## src/verilog/pursq_pkg.sv

```systemverilog
// Constants and types shared by the power-up reset sequencer
package pursq_pkg;

  // Clock and time figures
  localparam int CLK_PERIOD_NS = 40;
  localparam int POR_PULSE_NS = 2000;
  localparam int POR_PULSE_CYCLES = (POR_PULSE_NS + CLK_PERIOD_NS - 1) / CLK_PERIOD_NS;
  localparam int RC_TICK_NS = 10000;
  localparam int RC_TICK_CYCLES = RC_TICK_NS / CLK_PERIOD_NS;
  localparam int DELAY_MS = 72;
  localparam int DELAY_TICKS_DEFAULT = DELAY_MS * 1000000 / RC_TICK_NS;
  localparam int SETTLE_CYCLES = 1024;
  localparam int EXT_FILTER_NS = 200;
  localparam int EXT_FILTER_CYCLES = (EXT_FILTER_NS + CLK_PERIOD_NS - 1) / CLK_PERIOD_NS;
  localparam int OSC_FILTER_CYCLES = 1;

  // Counter widths
  localparam int POR_CNT_W = 6;
  localparam int RC_DIV_W = 8;
  localparam int DELAY_CNT_W = 16;
  localparam int SETTLE_CNT_W = 11;
  localparam int FILT_CNT_W = 4;
  localparam int PC_W = 13;

  // Register byte addresses
  localparam logic [7:0] ADDR_PWR_CTRL = 8'h00;
  localparam logic [7:0] ADDR_STATUS = 8'h04;
  localparam logic [7:0] ADDR_SEQ = 8'h08;
  localparam logic [7:0] ADDR_PC = 8'h0c;

  // Field positions
  localparam int PWR_CTRL_POR_BIT = 1;
  localparam int STAT_TO_BIT = 4;
  localparam int STAT_PDOWN_BIT = 3;
  localparam int SEQ_STATE_LSB = 0;
  localparam int SEQ_CAUSE_LSB = 4;
  localparam int SEQ_CORE_RST_BIT = 8;
  localparam int SEQ_HOLD_BIT = 9;
  localparam int SEQ_DELAY_DONE_BIT = 10;
  localparam int SEQ_SETTLE_DONE_BIT = 11;
  localparam int SEQ_DELAY_EN_N_BIT = 12;
  localparam int SEQ_MODE_LSB = 13;

  // Reset values and vectors
  localparam logic [7:0] PWR_CTRL_RESET = 8'h00;
  localparam logic [7:0] STATUS_POR_VALUE = 8'h18;
  localparam logic [PC_W-1:0] PC_RESET_VECTOR = 13'h0000;
  localparam logic [PC_W-1:0] PC_IRQ_VECTOR = 13'h0004;

  typedef enum logic [1:0] {
    OSC_LP, OSC_XT, OSC_HS, OSC_RC
  } pursq_osc_mode_type;

  typedef enum logic [2:0] {
    ST_SUPPLY_LOW, ST_POR_PULSE, ST_DELAY, ST_SETTLE, ST_PIN_WAIT, ST_RUN, ST_SLEEP, ST_WAKE_SETTLE
  } pursq_state_type;

  typedef enum logic [2:0] {
    CAUSE_NONE, CAUSE_POR, CAUSE_EXT_RUN, CAUSE_EXT_SLEEP, CAUSE_WDT_RST, CAUSE_WDT_WAKE, CAUSE_IRQ_WAKE
  } pursq_cause_type;

  typedef struct packed {
    logic cyc;
    logic stb;
    logic we;
    logic [7:0] adr;
    logic [3:0] sel;
    logic [31:0] dat;
  } pursq_wb_req_type;

  typedef struct packed {
    logic ack;
    logic [31:0] dat;
  } pursq_wb_rsp_type;

  typedef struct packed {
    logic sleeping;
    logic wdt_timeout;
    logic irq_wake;
    logic global_irq_enable;
    logic [PC_W-1:0] cur_pc;
  } pursq_core_evt_type;

endpackage

```

## src/verilog/pursq_pin_sync.sv

```systemverilog
// Three-stage pin synchroniser with a stability filter
`timescale 1ns/100ps
module pursq_pin_sync
  import pursq_pkg::*;
#(
  parameter int FILT = 1
) (
  // Clock and reset
  input wire logic sys_clk,
  input wire logic rstn,
  // Pin and filtered level
  input wire logic pin,
  output logic level
);

  typedef struct packed {
    logic s1;
    logic s2;
    logic s3;
    logic lvl;
    logic [FILT_CNT_W-1:0] cnt;
  } pursq_sync_state_type;

  pursq_sync_state_type r_reg;
  pursq_sync_state_type r_next;

  always_comb begin
    r_next = r_reg;
    r_next.s1 = pin;
    r_next.s2 = r_reg.s1;
    r_next.s3 = r_reg.s2;
    // Accept a change only after FILT agreeing samples
    if (r_reg.s2 != r_reg.s3 || r_reg.s3 == r_reg.lvl) begin
      r_next.cnt = '0;
    end else if (r_reg.cnt == FILT_CNT_W'(FILT - 1)) begin
      r_next.lvl = r_reg.s3;
      r_next.cnt = '0;
    end else begin
      r_next.cnt = r_reg.cnt + 1'b1;
    end
  end

  always_ff @(posedge sys_clk or negedge rstn) begin
    if (!rstn) begin
      r_reg <= '0;
    end else begin
      r_reg <= r_next;
    end
  end

  assign level = r_reg.lvl;

endmodule

```

## src/verilog/pursq_stage_timer.sv

```systemverilog
// Start-once stage timer that counts tick enables to a terminal count
`timescale 1ns/100ps
module pursq_stage_timer
  import pursq_pkg::*;
#(
  parameter int W = 16
) (
  // Clock and reset
  input wire logic sys_clk,
  input wire logic rstn,
  // Control
  input wire logic start,
  input wire logic tick,
  input wire logic [W-1:0] term,
  // Status
  output logic busy,
  output logic done
);

  typedef struct packed {
    logic [W-1:0] cnt;
    logic busy;
    logic done;
  } pursq_timer_state_type;

  pursq_timer_state_type r_reg;
  pursq_timer_state_type r_next;

  always_comb begin
    r_next = r_reg;
    if (start) begin
      r_next.cnt = '0;
      r_next.busy = 1'b1;
      r_next.done = 1'b0;
    end else if (r_reg.busy && tick) begin
      r_next.cnt = r_reg.cnt + 1'b1;
      if (r_reg.cnt + 1'b1 == term) begin
        r_next.busy = 1'b0;
        r_next.done = 1'b1;
      end
    end
  end

  always_ff @(posedge sys_clk or negedge rstn) begin
    if (!rstn) begin
      r_reg <= '0;
    end else begin
      r_reg <= r_next;
    end
  end

  assign busy = r_reg.busy;
  assign done = r_reg.done;

endmodule

```

## src/verilog/pursq_top.sv

```systemverilog
// Power-up reset sequencer: supply pulse, power-up delay, oscillator settle, reset cause
// Function
// - Supply rise makes an internal power-on pulse
// - Fixed power-up delay only after power-on
// - Power-up delay runs from internal RC tick
// - Core held in reset while delay counts
// - Configuration bit skips the power-up delay
// - Then count 1024 oscillator cycles before release
// - Oscillator count only crystal modes, power-on, wake
// - Stages run pulse, delay, oscillator count
// - RC mode: none or fixed delay only
// - Crystal modes: 1024 periods, plus delay if enabled
// - Stages ignore pin; late pin release runs immediately
// - Power-on flag clears on power-on; software sets
// - Power-on sets time-out and power-down flags
// - Flags encode watchdog, pin and wake causes
// - Program counter zero on reset, next or interrupt vector on wake
// - Status register takes value per reset cause
// - Watchdog never drives pin; pin is filtered
`timescale 1ns/100ps
module pursq_top
  import pursq_pkg::*;
#(
  parameter int DELAY_TICKS = DELAY_TICKS_DEFAULT
) (
  // Clock and reset
  input wire logic sys_clk,
  input wire logic rstn,
  // Wishbone slave
  input wire pursq_wb_req_type wb_req,
  output pursq_wb_rsp_type wb_rsp,
  // Pins and analog detector
  input wire logic supply_ok,
  input wire logic ext_reset_n,
  input wire logic osc_input,
  // Nonvolatile configuration
  input wire logic powerup_delay_enable_n,
  input wire pursq_osc_mode_type osc_mode,
  // Core side
  input wire pursq_core_evt_type core_evt,
  output logic core_reset_n,
  output logic core_hold,
  output logic pc_load,
  output logic [PC_W-1:0] pc_value
);

  typedef struct packed {
    pursq_state_type st;
    pursq_cause_type cause;
    logic [POR_CNT_W-1:0] por_cnt;
    logic [RC_DIV_W-1:0] rc_div;
    logic supply_prev;
    logic osc_prev;
    logic por_flag;
    logic [7:0] status;
    logic [PC_W-1:0] pc;
    logic pc_load;
    logic core_rst;
    logic hold;
    logic ack;
    logic [31:0] rdat;
  } pursq_main_state_type;

  pursq_main_state_type r_reg;
  pursq_main_state_type r_next;

  logic supply_lvl;
  logic ext_lvl;
  logic osc_lvl;
  logic rc_tick;
  logic osc_edge;
  logic dly_start;
  logic stl_start;
  logic dly_busy;
  logic dly_done;
  logic stl_busy;
  logic stl_done;

  function automatic logic is_crystal(input pursq_osc_mode_type m);
    return m != OSC_RC;
  endfunction

  function automatic logic [7:0] status_with_flags(input logic [7:0] s, input logic bank_clear,
                                                   input logic to_v, input logic pd_v);
    logic [7:0] v;
    v = s;
    if (bank_clear) begin
      v[7:5] = 3'h0;
    end
    v[STAT_TO_BIT] = to_v;
    v[STAT_PDOWN_BIT] = pd_v;
    return v;
  endfunction

  // Pin inputs through filtered synchronisers
  pursq_pin_sync #(
    .FILT(OSC_FILTER_CYCLES)
  ) u_supply_sync (
    .sys_clk(sys_clk),
    .rstn(rstn),
    .pin(supply_ok),
    .level(supply_lvl)
  );

  pursq_pin_sync #(
    .FILT(EXT_FILTER_CYCLES)
  ) u_ext_sync (
    .sys_clk(sys_clk),
    .rstn(rstn),
    .pin(ext_reset_n),
    .level(ext_lvl)
  );

  pursq_pin_sync #(
    .FILT(OSC_FILTER_CYCLES)
  ) u_osc_sync (
    .sys_clk(sys_clk),
    .rstn(rstn),
    .pin(osc_input),
    .level(osc_lvl)
  );

  // dedicated RC tick, not the oscillator
  assign rc_tick = (r_reg.rc_div == RC_DIV_W'(RC_TICK_CYCLES - 1));
  assign osc_edge = osc_lvl & ~r_reg.osc_prev;

  pursq_stage_timer #(
    .W(DELAY_CNT_W)
  ) u_powerup_delay_timer (
    .sys_clk(sys_clk),
    .rstn(rstn),
    .start(dly_start),
    .tick(rc_tick),
    .term(DELAY_CNT_W'(DELAY_TICKS)),
    .busy(dly_busy),
    .done(dly_done)
  );

  pursq_stage_timer #(
    .W(SETTLE_CNT_W)
  ) u_osc_settle_counter (
    .sys_clk(sys_clk),
    .rstn(rstn),
    .start(stl_start),
    .tick(osc_edge),
    .term(SETTLE_CNT_W'(SETTLE_CYCLES)),
    .busy(stl_busy),
    .done(stl_done)
  );

  always_comb begin
    r_next = r_reg;
    dly_start = 1'b0;
    stl_start = 1'b0;
    r_next.pc_load = 1'b0;
    r_next.supply_prev = supply_lvl;
    r_next.osc_prev = osc_lvl;
    r_next.rc_div = rc_tick ? '0 : r_reg.rc_div + 1'b1;

    // Register bus: one-cycle ack, write and read at the same edge
    r_next.ack = wb_req.cyc & wb_req.stb & ~r_reg.ack;
    r_next.rdat = '0;
    if (wb_req.cyc && wb_req.stb && !r_reg.ack) begin
      if (wb_req.we && wb_req.sel[0]) begin
        if (wb_req.adr == ADDR_PWR_CTRL) begin
          r_next.por_flag = wb_req.dat[PWR_CTRL_POR_BIT];
        end else if (wb_req.adr == ADDR_STATUS) begin
          r_next.status = wb_req.dat[7:0];
        end
      end
      unique case (wb_req.adr)
        ADDR_PWR_CTRL: r_next.rdat[PWR_CTRL_POR_BIT] = r_reg.por_flag;
        ADDR_STATUS: r_next.rdat[7:0] = r_reg.status;
        ADDR_SEQ: begin
          r_next.rdat[SEQ_STATE_LSB +: 3] = r_reg.st;
          r_next.rdat[SEQ_CAUSE_LSB +: 3] = r_reg.cause;
          r_next.rdat[SEQ_CORE_RST_BIT] = r_reg.core_rst;
          r_next.rdat[SEQ_HOLD_BIT] = r_reg.hold;
          r_next.rdat[SEQ_DELAY_DONE_BIT] = dly_done;
          r_next.rdat[SEQ_SETTLE_DONE_BIT] = stl_done;
          r_next.rdat[SEQ_DELAY_EN_N_BIT] = powerup_delay_enable_n;
          r_next.rdat[SEQ_MODE_LSB +: 2] = osc_mode;
        end
        ADDR_PC: r_next.rdat[PC_W-1:0] = r_reg.pc;
        default: r_next.rdat = '0;
      endcase
    end

    unique case (r_reg.st)
      ST_SUPPLY_LOW: begin
        // supply rise starts the power-on pulse
        if (supply_lvl && !r_reg.supply_prev) begin
          r_next.st = ST_POR_PULSE;
          r_next.por_cnt = '0;
          r_next.cause = CAUSE_POR;
          // power-on clears the flag, beating a write
          r_next.por_flag = 1'b0;
          r_next.status = STATUS_POR_VALUE;
          r_next.pc = PC_RESET_VECTOR;
        end
      end
      ST_POR_PULSE: begin
        r_next.por_cnt = r_reg.por_cnt + 1'b1;
        // pulse first, then delay, then settle count
        if (r_reg.por_cnt == POR_CNT_W'(POR_PULSE_CYCLES - 1)) begin
          // enable bit selects the delay stage
          if (!powerup_delay_enable_n) begin
            dly_start = 1'b1;
            r_next.st = ST_DELAY;
          // crystal without delay: settle count only
          end else if (is_crystal(osc_mode)) begin
            stl_start = 1'b1;
            r_next.st = ST_SETTLE;
          // RC mode without delay: no time-out
          end else begin
            r_next.st = ST_PIN_WAIT;
          end
        end
      end
      ST_DELAY: begin
        // held in reset while the delay counts
        if (dly_done && !dly_busy) begin
          // settle count only in crystal modes
          if (is_crystal(osc_mode)) begin
            stl_start = 1'b1;
            r_next.st = ST_SETTLE;
          end else begin
            r_next.st = ST_PIN_WAIT;
          end
        end
      end
      ST_SETTLE: begin
        if (stl_done && !stl_busy) begin
          r_next.st = ST_PIN_WAIT;
        end
      end
      ST_PIN_WAIT: begin
        // late pin release starts at once
        if (ext_lvl) begin
          r_next.st = ST_RUN;
          r_next.pc_load = 1'b1;
        end
      end
      ST_RUN: begin
        if (!ext_lvl) begin
          // pin reset while running: flags kept
          r_next.status[7:5] = 3'h0;
          r_next.cause = CAUSE_EXT_RUN;
          r_next.pc = PC_RESET_VECTOR;
          r_next.st = ST_PIN_WAIT;
        end else if (core_evt.wdt_timeout) begin
          r_next.status = status_with_flags(r_reg.status, 1'b1, 1'b0, 1'b1);
          r_next.cause = CAUSE_WDT_RST;
          r_next.pc = PC_RESET_VECTOR;
          r_next.st = ST_PIN_WAIT;
        end else if (core_evt.sleeping) begin
          r_next.st = ST_SLEEP;
        end
      end
      ST_SLEEP: begin
        if (!ext_lvl) begin
          // pin reset in sleep: time-out 1, power-down 0
          r_next.status = status_with_flags(r_reg.status, 1'b1, 1'b1, 1'b0);
          r_next.cause = CAUSE_EXT_SLEEP;
          r_next.pc = PC_RESET_VECTOR;
          r_next.st = ST_PIN_WAIT;
        end else if (core_evt.wdt_timeout || core_evt.irq_wake) begin
          r_next.status = status_with_flags(r_reg.status, 1'b0, ~core_evt.wdt_timeout, 1'b0);
          r_next.cause = core_evt.wdt_timeout ? CAUSE_WDT_WAKE : CAUSE_IRQ_WAKE;
          // next instruction, or vector on enabled interrupt
          if (!core_evt.wdt_timeout && core_evt.global_irq_enable) begin
            r_next.pc = PC_IRQ_VECTOR;
          end else begin
            r_next.pc = core_evt.cur_pc + 1'b1;
          end
          // wake runs the settle count in crystal modes
          stl_start = is_crystal(osc_mode);
          r_next.st = ST_WAKE_SETTLE;
        end else if (!core_evt.sleeping) begin
          r_next.st = ST_RUN;
        end
      end
      ST_WAKE_SETTLE: begin
        if (!ext_lvl) begin
          r_next.status = status_with_flags(r_reg.status, 1'b1, 1'b1, 1'b0);
          r_next.cause = CAUSE_EXT_SLEEP;
          r_next.pc = PC_RESET_VECTOR;
          r_next.st = ST_PIN_WAIT;
        // wake costs 1024 periods in crystal modes
        end else if (!is_crystal(osc_mode) || (stl_done && !stl_busy && !stl_start)) begin
          r_next.pc_load = 1'b1;
          r_next.st = ST_RUN;
        end
      end
      default: r_next.st = ST_SUPPLY_LOW;
    endcase

    // Supply loss restarts everything
    if (!supply_lvl) begin
      r_next.st = ST_SUPPLY_LOW;
    end

    // reset held by pulse, pin, delay or settle stage
    r_next.core_rst = (r_next.st == ST_SUPPLY_LOW) || (r_next.st == ST_POR_PULSE) ||
                      (r_next.st == ST_DELAY) || (r_next.st == ST_SETTLE) || (r_next.st == ST_PIN_WAIT);
    r_next.hold = (r_next.st == ST_WAKE_SETTLE);
  end

  always_ff @(posedge sys_clk or negedge rstn) begin
    if (!rstn) begin
      r_reg <= '0;
      r_reg.st <= ST_SUPPLY_LOW;
      r_reg.cause <= CAUSE_NONE;
      r_reg.por_flag <= PWR_CTRL_RESET[PWR_CTRL_POR_BIT];
      r_reg.status <= STATUS_POR_VALUE;
      r_reg.pc <= PC_RESET_VECTOR;
      r_reg.core_rst <= 1'b1;
    end else begin
      r_reg <= r_next;
    end
  end

  assign wb_rsp.ack = r_reg.ack;
  assign wb_rsp.dat = r_reg.rdat;
  assign core_reset_n = ~r_reg.core_rst;
  assign core_hold = r_reg.hold;
  assign pc_load = r_reg.pc_load;
  assign pc_value = r_reg.pc;

endmodule

```

## config.mk

```make
export PLATFORM = sky130hd
export DESIGN_NAME = pursq_top
export DESIGN_NICKNAME = d
export VERILOG_FILES = /design/src/verilog/pursq_pkg.sv /design/src/verilog/pursq_pin_sync.sv /design/src/verilog/pursq_stage_timer.sv /design/src/verilog/pursq_top.sv
export SDC_FILE = /design/constraint.sdc
export NUM_CORES = 1
export LEC_CHECK = 0
export ABC_CLOCK_PERIOD_IN_PS = 4600
export BUFFER_PORTS_ARGS = -buffer_cell sky130_fd_sc_hd__buf_2
export CORE_UTILIZATION = 40
export CTS_CLUSTER_DIAMETER = 100
export CTS_CLUSTER_SIZE = 8
export DETAILED_ROUTE_END_ITERATION = 8
export SETUP_SLACK_MARGIN = 0.5
export SLEW_MARGIN = 20
export SYNTH_ARGS = -nofsm -noshare
export SYNTH_HDL_FRONTEND = slang
export SYNTH_HIERARCHICAL = 1
export SYNTH_SLANG_ARGS = --single-unit
```

## constraint.sdc

```tcl
create_clock -name sys_clk -period 4.6 [get_ports sys_clk]
set_clock_uncertainty 0.1 [all_clocks]
set_input_delay 0.23 -clock sys_clk [delete_from_list [all_inputs] [get_ports sys_clk]]
set_output_delay 0.23 -clock sys_clk [all_outputs]
set_load 0.02 [all_outputs]
```

==> flow_metrics.py, run 1 <==
metrics = {
    "status": {
        "status": "complete, no violations",
    },
    "yosys": {
        "yosysSeqAreaShare_pct": 42.34,
        "synth_enable_flop_cells": 0,
        "async_flop_share_pct": 100.0,
        "ys_ff_latch": 118,
        "synth_flop_cell": "dfrtp_1",
        "synth.distinct_cells": 85,
        "ys_warn_count": 6,
        "postSynthAreaPerCell_um2": 9.436,
        "syn-instance-count": 740,
        "syn_area_um2": 6983,
    },
    "timing": {
        "max_freq_mhz": 358.6,
        "finalMaxSlewViolations": 0,
        "tns_ns": 0,
        "min_period_ns": 2.789,
        "hold_viol": 0,
        "finalSetupViolCount": 0,
        "slew_headroom_pct": 48.54,
        "finalCritPeriodShare_pct": 60.63,
        "worst_slew_pin_slew_ns": 0.7673,
        "rsz0062_at_grt": "false",
    },
    "clocking": {
        "postCtsSetupRepairBufs": 0,
        "cts_root_buffer": "clkbuf_16",
        "postCtsHoldBufs": 12,
        "clk_pin_slew_ns": 0.05,
        "clock_path_buffers": 2,
        "cts_tree": "done",
        "htreeDepth": 4,
        "cts-resized-gates": 0,
        "cts_inserted_buffers": 17,
        "insertion_delay_ns": 0.41,
        "cts.sinks": 118,
    },
    "placed_design": {
        "hpwl_mm": 10.23,
        "placedInstanceArea_um2": 7385,
        "place_inst": 1021,
        "io_buffers": 76,
        "gp_congestion": 0.8239,
    },
    "final_layout": {
        "layout_common_cells": "dfrtp_1 (115), nor2_1 (77), buf_2 (75), conb_1 (62), nand2_1 (53)",
        "layout.nets": 917,
        "post-route-util_pct": 48.32,
        "finalNonFillerCells": 1065,
        "syn_to_final_growth_pct": 16.38,
        "final_common_cell": "dfrtp_1",
        "antenna_cells": 0,
        "fin_area_um2": 8127,
        "drive_above_1_share_pct": 17.40,
        "largest_reg_flops": 32,
    },
    "min_path": {
        "hp-class": "primary input to register",
        "min-delay-start": "wb_req[3]",
        "hold_path_depth": 3,
    },
    "global_routing": {
        "gr-total-overflow": 0,
        "grt_pass1_vias": 4961,
        "grt_max_degree": 54,
        "grtUsageTotal_pct": 16.79,
        "antenna_found_initial": 0,
        "grt_pass1_wl_mm": 23.91,
    },
    "critical_path": {
        "crit_path_start_kind": "register",
        "reg2regPathDepth": 9,
        "worstSetupPathType": "register to register",
        "arrival_ns": 2.97,
        "startpoint": "r_reg[77]$_DFF_PN0_",
        "worstPathMaxFanout": 27,
        "reg2reg_from": "r_reg[77]$_DFF_PN0_",
        "required_ns": 4.78,
        "end_kind": "register",
    },
    "floorplanning": {
        "core.rowCount": 47,
        "die_y_um": 134.1,
        "coreArea_um2": 16820,
        "die-area_um2": 17990,
        "die_x_um": 134.1,
        "io-pin-count": 121,
        "initial_core_util_pct": 41.52,
    },
    "power_and_ir_drop": {
        "max-vdd-ir-drop_mv": 0.2815,
        "power.leakage_nw": 3.650,
        "p_per_area_nw_per_um2": 343.6,
    },
    "drt": {
        "drc": 0,
        "num_vias": 5186,
        "wirelength_mm": 14.25,
        "vias_per_cell": 4.869,
        "drt_iter0_drc": 232,
        "first_pass_iters": 4,
        "ant_nets": 0,
        "wl_per_cell_um": 13.38,
    },
    "flow_run": {
        "cap_violations": 0,
    },
}
power breakdown:
group / internal (W) / total, W / switching [W]
Sequential: 0.00108 / 0.00114 / 0.0000610
Combinational: 0.000116 / 0.000268 / 0.000153
Clock: 0.000914 / 0.00138 / 0.000467
cells by family (layout without fill, tap and decap cells):
group	Yosys count	count (layout)	share of synthesized area, %
adder cells (fa/ha/maj)	13	13	2.329
buffers and inverters	100	145	8.529
other	2	62	0.1075
AO/OA/AOI/OAI	127	127	12.29
flip-flops	118	118	42.34
XOR/XNOR	72	72	9.031
multiplexers	19	19	2.974
AND/OR/NAND/NOR	289	289	22.40
cell type report:
type	instances	area (um^2)
Fill cell	1649	8692
Multi-Input combinational cell	582	3661
Sequential cell	118	2957
Timing Repair Buffer	92	533.0
Clock buffer	18	439.2
Tap cell	220	275.3
Clock inverter	14	182.7
Inverter	21	78.83
cells in the mapped netlist (6+ instances only):
| cell type | count | area share [%] |
|---|---|---|
| a21oi_1 | 23 | 1.6 |
| nand3_1 | 41 | 2.9 |
| nand4_1 | 14 | 1.3 |
| o211ai_1 | 6 | 0.64 |
| xor2_1 | 30 | 3.8 |
| o21ai_0 | 37 | 2.7 |
| nor2_1 | 77 | 4.1 |
| mux2i_1 | 14 | 2.0 |
| nand2b_1 | 11 | 0.99 |
| ha_1 | 13 | 2.3 |
| dfrtp_1 | 115 | 41 |
| buf_2 | 8 | 0.57 |
| nor4_1 | 8 | 0.72 |
| clkbuf_1 | 16 | 0.86 |
| nor2b_1 | 13 | 1.2 |
| xnor2_1 | 42 | 5.3 |
| nor3_1 | 12 | 0.86 |
| a31oi_1 | 7 | 0.63 |
| or3_1 | 7 | 0.63 |
| and3_1 | 10 | 0.90 |
| buf_4 | 50 | 5.4 |
| nand2_1 | 53 | 2.8 |
| a22oi_1 | 6 | 0.64 |
| inv_1 | 21 | 1.1 |
worst max-delay path, cell delays in order, from the launching register on:
cell and delay (ns):
dfrtp_1 0.83, nor2b_1 0.21, o21ai_0 0.20, nor2_1 0.19
a211oi_1 0.21, nor2_1 0.07, buf_4 0.19, nor4_1 0.31
o2111a_1 0.26, a31oi_1 0.10
per-layer routing:
metal | share of wire, % | global-route usage (%) | vias up
met5 | 0 | 0 | -
met2 | 47 | 27.37 | 87
met4 | 1.7 | 5.618 | 0
met3 | 3.4 | 4.044 | 12
met1 | 48 | 21.85 | 2415
li1 | - | - | 2672
final timing paths:
check                                                        endpoint  slack (ns)
max in group asynchronous                       r_reg[74]$_DFFE_PN0P_        3.19
worst max register to register  u_osc_settle_counter/busy$_DFFE_PN0P_        1.81
worst min-delay path                              r_reg[52]$_DFF_PN1_        0.02
worst min register to register         u_osc_sync/r_next[5]$_DFF_PN0_        0.25
min in group asynchronous               u_ext_sync/r_reg[2]$_DFF_PN0_        0.19
worst max-delay path            u_osc_settle_counter/busy$_DFFE_PN0P_        1.81
per-stage QoR:
stage                     hold slack [ns]  worst slack, ns  total power, W
final                             0.01654            1.811        0.002793
after global routing              0.01954            1.570        0.002923
after CTS                        0.004768            1.830        0.002823
after detailed placement          0.09438            1.834        0.001424
after global placement            0.08837            1.913        0.001420
after floorplan                   -0.1656            2.400        0.001349
Power figures use the tool's default switching activity.
==> inputs of run 2 (changes only) <==
ABC_AREA = 1   (was default)
ABC_CLOCK_PERIOD_IN_PS = 2850   (was 4600)
clock period = 2.85 ns   (was 4.6 ns; I/O delays follow)
==> run 2 against run 1 <==
  * Cell count up 30%
  * Area after synthesis rose by 5.2%
  * Hold slack improved by 0.015 ns
  * Wire length rose by 13%
  * Core utilization increased by 0.94 points
  * Power rose by 77%
  * Design area rose by 8.9%
  * Count of clock-buffer cells in the layout is 4 higher
  * Largest power group unchanged
  * Sequential cell count did not move
  * Via count up 24%
  * Critical endpoint is now r_reg[51]$_DFFE_PN0P_
  * Die area grew 5.1%
  * Critical path depth rose by 3
  * Largest cell class unchanged
==> flow_metrics.py, run 2 <==
metrics = {
    "global_routing": {
        "grt_max_degree": 119,
        "grt_pass1_vias": 5934,
        "gr-total-overflow": 0,
        "grtUsageTotal_pct": 18.28,
        "antenna_found_initial": 0,
        "grt_pass1_wl_mm": 27.05,
    },
    "yosys": {
        "postSynthAreaPerCell_um2": 7.296,
        "async_flop_share_pct": 100.0,
        "yosysSeqAreaShare_pct": 40.24,
        "muxShareOfSynthArea_pct": 0.1362,
        "synth_adder_area_share_pct": 2.214,
        "synth-compound-area-share_pct": 6.863,
        "synth_flop_cell": "dfrtp_1",
        "ys_ff_latch": 118,
        "synth_area_leaders": "dfrtp_1 (39%), nand2_1 (14%), nand3_1 (7.2%), inv_1 (7.0%), nor2_1 (4.9%)",
        "synth_top_family_by_area": "simple AND/OR/NAND/NOR gates",
        "synth_enable_flop_cells": 0,
        "ys_warn_count": 6,
        "synth.distinct_cells": 41,
        "yosys.area.top_type": "dfrtp_1",
        "syn-instance-count": 1007,
        "post-synth-top-count-cell": "nand2_1",
        "syn_area_um2": 7347,
        "synthSimpleGateAreaFrac_pct": 35.71,
        "yosys.area_share.xor_xnor_pct": 1.669,
        "synthTopCellsByCount": "nand2_1 (266), inv_1 (137), dfrtp_1 (115), nand3_1 (106), nor2_1 (95)",
        "netlist.area_leader.share_pct": 39.17,
    },
    "clocking": {
        "htreeDepth": 4,
        "insertion_delay_ns": 0.41,
        "clock_path_buffers": 2,
        "clk_pin_slew_ns": 0.05,
        "cts.sinks": 118,
        "cts_inserted_buffers": 17,
        "postCtsSetupRepairBufs": 0,
        "cts_tree": "done",
        "cts_root_buffer": "clkbuf_16",
    },
    "power_and_ir_drop": {
        "power.leakage_nw": 4.525,
        "pwr-share-seq_pct": 39.2,
        "power.switching_w": 0.001390,
        "finalPower_w": 0.004955,
        "power.share.clock_pct": 44.4,
        "p_per_area_nw_per_um2": 560.0,
        "p_comb_share_pct": 16.4,
        "swShare_pct": 28.06,
        "internal_power_w": 0.003565,
        "max-vdd-ir-drop_mv": 0.4330,
    },
    "final_layout": {
        "drive_above_1_share_pct": 15.46,
        "final_common_cell": "nand2_1",
        "largest_reg_flops": 32,
        "multi_input_area_um2": 3711,
        "finalNonFillerCells": 1387,
        "antenna_cells": 0,
        "layout.nets": 1230,
        "syn_to_final_growth_pct": 20.44,
        "fillers": 1790,
        "ff_latch_area_um2": 2959,
        "layout_common_cells": "nand2_1 (265), inv_1 (136), dfrtp_1 (113), nand3_1 (106), nor2_1 (93)",
    },
    "drt": {
        "ant_nets": 0,
        "vias_per_cell": 4.626,
        "drt_iter0_drc": 375,
        "wirelength_mm": 16.16,
        "num_vias": 6416,
        "wl_per_cell_um": 11.65,
        "drc": 0,
        "first_pass_iters": 5,
    },
    "critical_path": {
        "end_kind": "register",
        "crit_path_start_kind": "primary input",
        "worstPathMaxFanout": 8,
        "arrival_ns": 2.34,
        "worstSetupPathType": "primary input to register",
        "required_ns": 3.04,
    },
    "timing": {
        "hold_viol": 0,
        "tns_ns": 0,
        "finalSetupViolCount": 0,
        "max_freq_mhz": 464.7,
        "min_period_ns": 2.152,
        "finalMaxSlewViolations": 0,
        "worst_slew_pin_slew_ns": 0.6500,
        "finalCritPeriodShare_pct": 75.51,
        "hold_slack_ns": 0.03112,
        "slew_headroom_pct": 56.67,
        "rsz0062_at_grt": "false",
    },
    "floorplanning": {
        "core.rowCount": 49,
        "die_y_um": 137.5,
        "io-pin-count": 121,
        "initial_core_util_pct": 40.90,
        "die_x_um": 137.5,
        "die-area_um2": 18910,
        "coreArea_um2": 17960,
    },
    "placed_design": {
        "io_buffers": 76,
        "gp_congestion": 0.8565,
        "place_inst": 1325,
        "hpwl_mm": 11.79,
    },
    "flow_run": {
        "cap_violations": 0,
    },
    "status": {
        "status": "complete, no violations",
    },
    "min_path": {
        "hp-class": "primary input to register",
    },
}
[run 2: cell types whose count changed in the layout (fill, tap and decap cells not counted), sizes merged, moves of 14 or more]
cell / delta
nand2: +229
inv: +123
nand3: +68
nor2: +38
xnor2: -35
xor2: -23
dlygate4sd3: +18
o22ai: +14
[run 2: layout make-up]
| type | instances | area share, % |
|---|---|---|
| Multi-Input combinational cell | 750 | 41.94 |
| Tap cell | 229 | 3.238 |
| Timing Repair Buffer | 110 | 8.201 |
| Sequential cell | 118 | 33.44 |
| Inverter | 148 | 6.321 |
| Clock inverter | 10 | 1.725 |
| Clock buffer | 22 | 5.133 |
[run 2: worst max-delay path, cell delays in order]
cell	delay, ns
dlygate4sd3_1	0.52
buf_2	0.10
nand2_1	0.04
dlygate4sd3_1	0.59
nor2_4	0.17
inv_2	0.14
nor2_4	0.15
nand2_2	0.12
nor2_4	0.16
nand2_1	0.06
o21ai_0	0.09
nor2_1	0.06
[run 2: through the flow]
step | util, % | setup WS, ns | area, um^2
global route | 49.26 | 0.5101 | 8848
CTS | 49.06 | 0.5013 | 8812
finish | 49.26 | 0.6980 | 8848
floorplan | - | 0.5648 | 7587
detailed placement | 43.96 | 0.08889 | 7898
global placement | 43.96 | 0.1435 | 7898
[run 2: worst paths after layout]
check,endpoint,slack [ns],from,cells after the start
worst max-delay path,r_reg[51]$_DFFE_PN0P_,0.70,wb_req[45],12
worst min-delay path,pc_value[9]$_DFFE_PN0P_,0.03,core_evt[5],4
worst max register to register,u_powerup_delay_timer/r_reg[5]$_DFFE_PN0P_,0.70,r_reg[78]$_DFF_PN0_,9
worst min register to register,u_supply_sync/r_next[5]$_DFF_PN0_,0.24,u_supply_sync/r_next[6]$_DFF_PN0_,0
max in group asynchronous,r_reg[77]$_DFF_PN0_,1.87,rstn,3
min in group asynchronous,r_reg[64]$_DFF_PN0_,0.26,rstn,3
[run 2: cell families after synthesis]
family	Yosys count
flip-flops	118
AO/OA/AOI/OAI	92
other	2
AND/OR/NAND/NOR	564
XOR/XNOR	14
buffers and inverters	203
multiplexers	1
adder cells (fa/ha/maj)	13
[run 2: timing repair]
item                                    in CTS  in global routing
resized for setup                            4                  9
hold buffers                                30                  0
endpoints found under the hold margin      141                  0
endpoints found under the setup margin      16                 32
[run 2: power groups by stage]
stage	clock, W	sequential, W	combinational [W]
global placement	0	0.00196	0.000765
floorplan	0	0.00192	0.000625
global route	0.00232	0.00197	0.000935
detailed placement	0	0.00197	0.000775
CTS	0.00225	0.00194	0.000810
finish	0.00220	0.00194	0.000813
[run 2: per-layer routing]
layer,track usage (%),share of wire [%]
met1,23.95,48
met5,0,0
met2,29.70,46
met3,3.606,4.1
met4,6.838,1.6
==> inputs of run 3 (changes only) <==
ABC_CLOCK_PERIOD_IN_PS = 1900   (was 2850)
clock period = 1.9 ns   (was 2.85 ns; I/O delays follow)
==> run 3 against run 2 <==
  * Count of clock-buffer cells in the layout unchanged
  * Sequential share of layout area is 5.6 points lower
  * Register-to-register slack worse by 0.66 ns
  * Sequential power increased by 51%
  * Critical endpoint is now u_powerup_delay_timer/r_reg[16]$_DFFE_PN0P_
  * Largest power group unchanged
==> flow_metrics.py, run 3 (synthesis gave the netlist of run 2 again) <==
metrics = {
    "global_routing": {
        "grt_max_degree": 39,
        "grt_busiest_layer": "met2",
        "gr-total-overflow": 0,
        "global_route.usage.met3_pct": 4.231,
        "use_met1_pct": 26.94,
        "grt_pass1_vias": 6361,
        "antenna_found_initial": 0,
        "grtUsageTotal_pct": 20.68,
        "grtUsageMet2_pct": 34.31,
        "grt_pass1_wl_mm": 30.16,
    },
    "min_path": {
        "hold_path_depth": 4,
        "min-delay-start": "core_evt[2]",
        "hp-class": "primary input to register",
        "min_to": "pc_value[3]$_DFFE_PN0P_",
    },
    "timing": {
        "rsz0062_at_grt": "true",
        "min_period_ns": 1.859,
        "tns_ns": 0,
        "hold_viol": 0,
        "finalMaxSlewViolations": 0,
        "finalSetupViolCount": 0,
        "finalCritPeriodShare_pct": 97.82,
        "max_freq_mhz": 538.0,
    },
    "drt": {
        "wirelength_mm": 19.38,
        "drc": 0,
        "num_vias": 7034,
        "ant_nets": 0,
        "first_pass_iters": 5,
        "drt_iter0_drc": 346,
        "wl_per_cell_um": 13.10,
        "vias_per_cell": 4.756,
    },
    "clocking": {
        "cts_root_buffer": "clkbuf_16",
        "cts_inserted_buffers": 17,
        "clock_path_buffers": 2,
        "htreeDepth": 4,
        "clk_pin_slew_ns": 0.06,
        "insertion_delay_ns": 0.42,
        "cts_tree": "done",
        "cts.sinks": 118,
    },
    "placed_design": {
        "gp_congestion": 0.8152,
        "placedInstanceArea_um2": 8319,
        "hpwl_mm": 12.52,
        "io_buffers": 76,
    },
    "floorplanning": {
        "die_y_um": 137.5,
        "initial_core_util_pct": 40.90,
        "core.rowCount": 49,
        "die-area_um2": 18910,
        "coreArea_um2": 17960,
        "die_x_um": 137.5,
        "io-pin-count": 121,
    },
    "power_and_ir_drop": {
        "max-vdd-ir-drop_mv": 0.6761,
        "p_per_area_nw_per_um2": 791.0,
        "power.leakage_nw": 5.260,
    },
    "final_layout": {
        "largest_reg_flops": 32,
        "antenna_cells": 0,
        "final_common_cell": "nand2_1",
        "layout.nets": 1323,
        "syn_to_final_growth_pct": 45.03,
        "fin_area_um2": 10660,
        "layout_common_cells": "nand2_1 (220), inv_1 (119), dfrtp_1 (108), nand3_1 (85), buf_2 (75)",
        "drive_above_1_share_pct": 34.00,
    },
    "critical_path": {
        "reg2reg_from": "r_reg[69]$_DFFE_PN0P_",
        "crit_path_start_kind": "register",
        "arrival_ns": 2.07,
        "rrSetupSlack_ns": 0.04,
        "reg2regPathDepth": 12,
        "worstSetupPathType": "register to register",
        "required_ns": 2.11,
        "end_kind": "register",
        "rr_endpoint": "u_powerup_delay_timer/r_reg[16]$_DFFE_PN0P_",
        "worstPathMaxFanout": 6,
    },
    "flow_run": {
        "cap_violations": 0,
    },
    "status": {
        "status": "complete, no violations",
    },
}
## run 3: cell types whose count changed in the layout (fill, tap and decap cells not counted), sizes merged
cell / delta
dlygate4sd3: +1
nand2: +4
nor2: +1
clkinv: -1
buf: +86
inv: +1
## run 3: where the power goes
group / internal, W / switching (W)
Clock: 0.00231 / 0.00111
Sequential: 0.00271 / 0.000215
Combinational: 0.000901 / 0.00118
Total: 0.00593 / 0.00250
## run 3: timing repair
item                                    4_1_cts  5_1_grt
pin swaps                                    57       44
gates cloned                                  6        1
hold buffers                                 31        0
setup buffers                                35       19
resized for setup                           100      136
hold endpoints to repair                    155        0
endpoints found under the setup margin       70       75
## run 3: worst max-delay path, cell delays in order, from the launching register on
cell     delay, ns
dfrtp_1       0.38
inv_2         0.08
ha_4          0.12
inv_2         0.04
nor2_4        0.10
nand2_4       0.08
nor3_4        0.28
buf_6         0.15
nor2_4        0.03
buf_12        0.14
buf_6         0.12
nand3_1       0.08
o21ai_2       0.05
## run 3: final cells by class
type / count / area [um^2]
well taps: 229 / 286.5
clock inverters: 9 / 147.6
repair buffers: 197 / 1620
repair inverters: 1 / 11.26
flip-flops and latches: 118 / 2965
fillers: 1566 / 7308
multi-input cells: 755 / 4551
clock buffers: 22 / 484.2
inverters: 148 / 589.3
## run 3: routing by layer
layer,vias up,share of wire [%]
li1,3593,-
met1,3259,44
met2,152,51
met3,30,3.8
met4,0,1.8
met5,-,0
## run 3: worst max-delay path by stage
stage / from / end / slack, ns / cells after the start
global placement: u_powerup_delay_timer/r_reg[3]$_DFFE_PN0P_ / u_powerup_delay_timer/busy$_DFFE_PN0P_ / 0.009 / 14
detailed placement: u_powerup_delay_timer/r_reg[3]$_DFFE_PN0P_ / u_powerup_delay_timer/busy$_DFFE_PN0P_ / -0.02 / 14
floorplan: r_reg[64]$_DFF_PN0_ / u_powerup_delay_timer/r_reg[3]$_DFFE_PN0P_ / 0.22 / 6
finish: r_reg[69]$_DFFE_PN0P_ / u_powerup_delay_timer/r_reg[16]$_DFFE_PN0P_ / 0.04 / 12
CTS: u_powerup_delay_timer/r_reg[3]$_DFFE_PN0P_ / u_powerup_delay_timer/busy$_DFFE_PN0P_ / 0.08 / 14
global route: u_powerup_delay_timer/r_reg[3]$_DFFE_PN0P_ / u_powerup_delay_timer/busy$_DFFE_PN0P_ / -0.10 / 12
## run 3: per-stage QoR
step | utilization (%) | total power (W) | instances | hold slack (ns) | setup WS, ns
floorplan | - | 0.003886 | 1071 | -0.3006 | 0.2234
global placement | 46.31 | 0.004269 | 1356 | -0.02991 | 0.009364
detailed placement | 46.31 | 0.004289 | 1356 | -0.03254 | -0.01967
CTS | 55.58 | 0.008184 | 1459 | 0.003308 | 0.07521
global route | 59.32 | 0.008848 | 1479 | 0.009269 | -0.1042
finish | 59.32 | 0.008428 | 1479 | 0.01088 | 0.04137
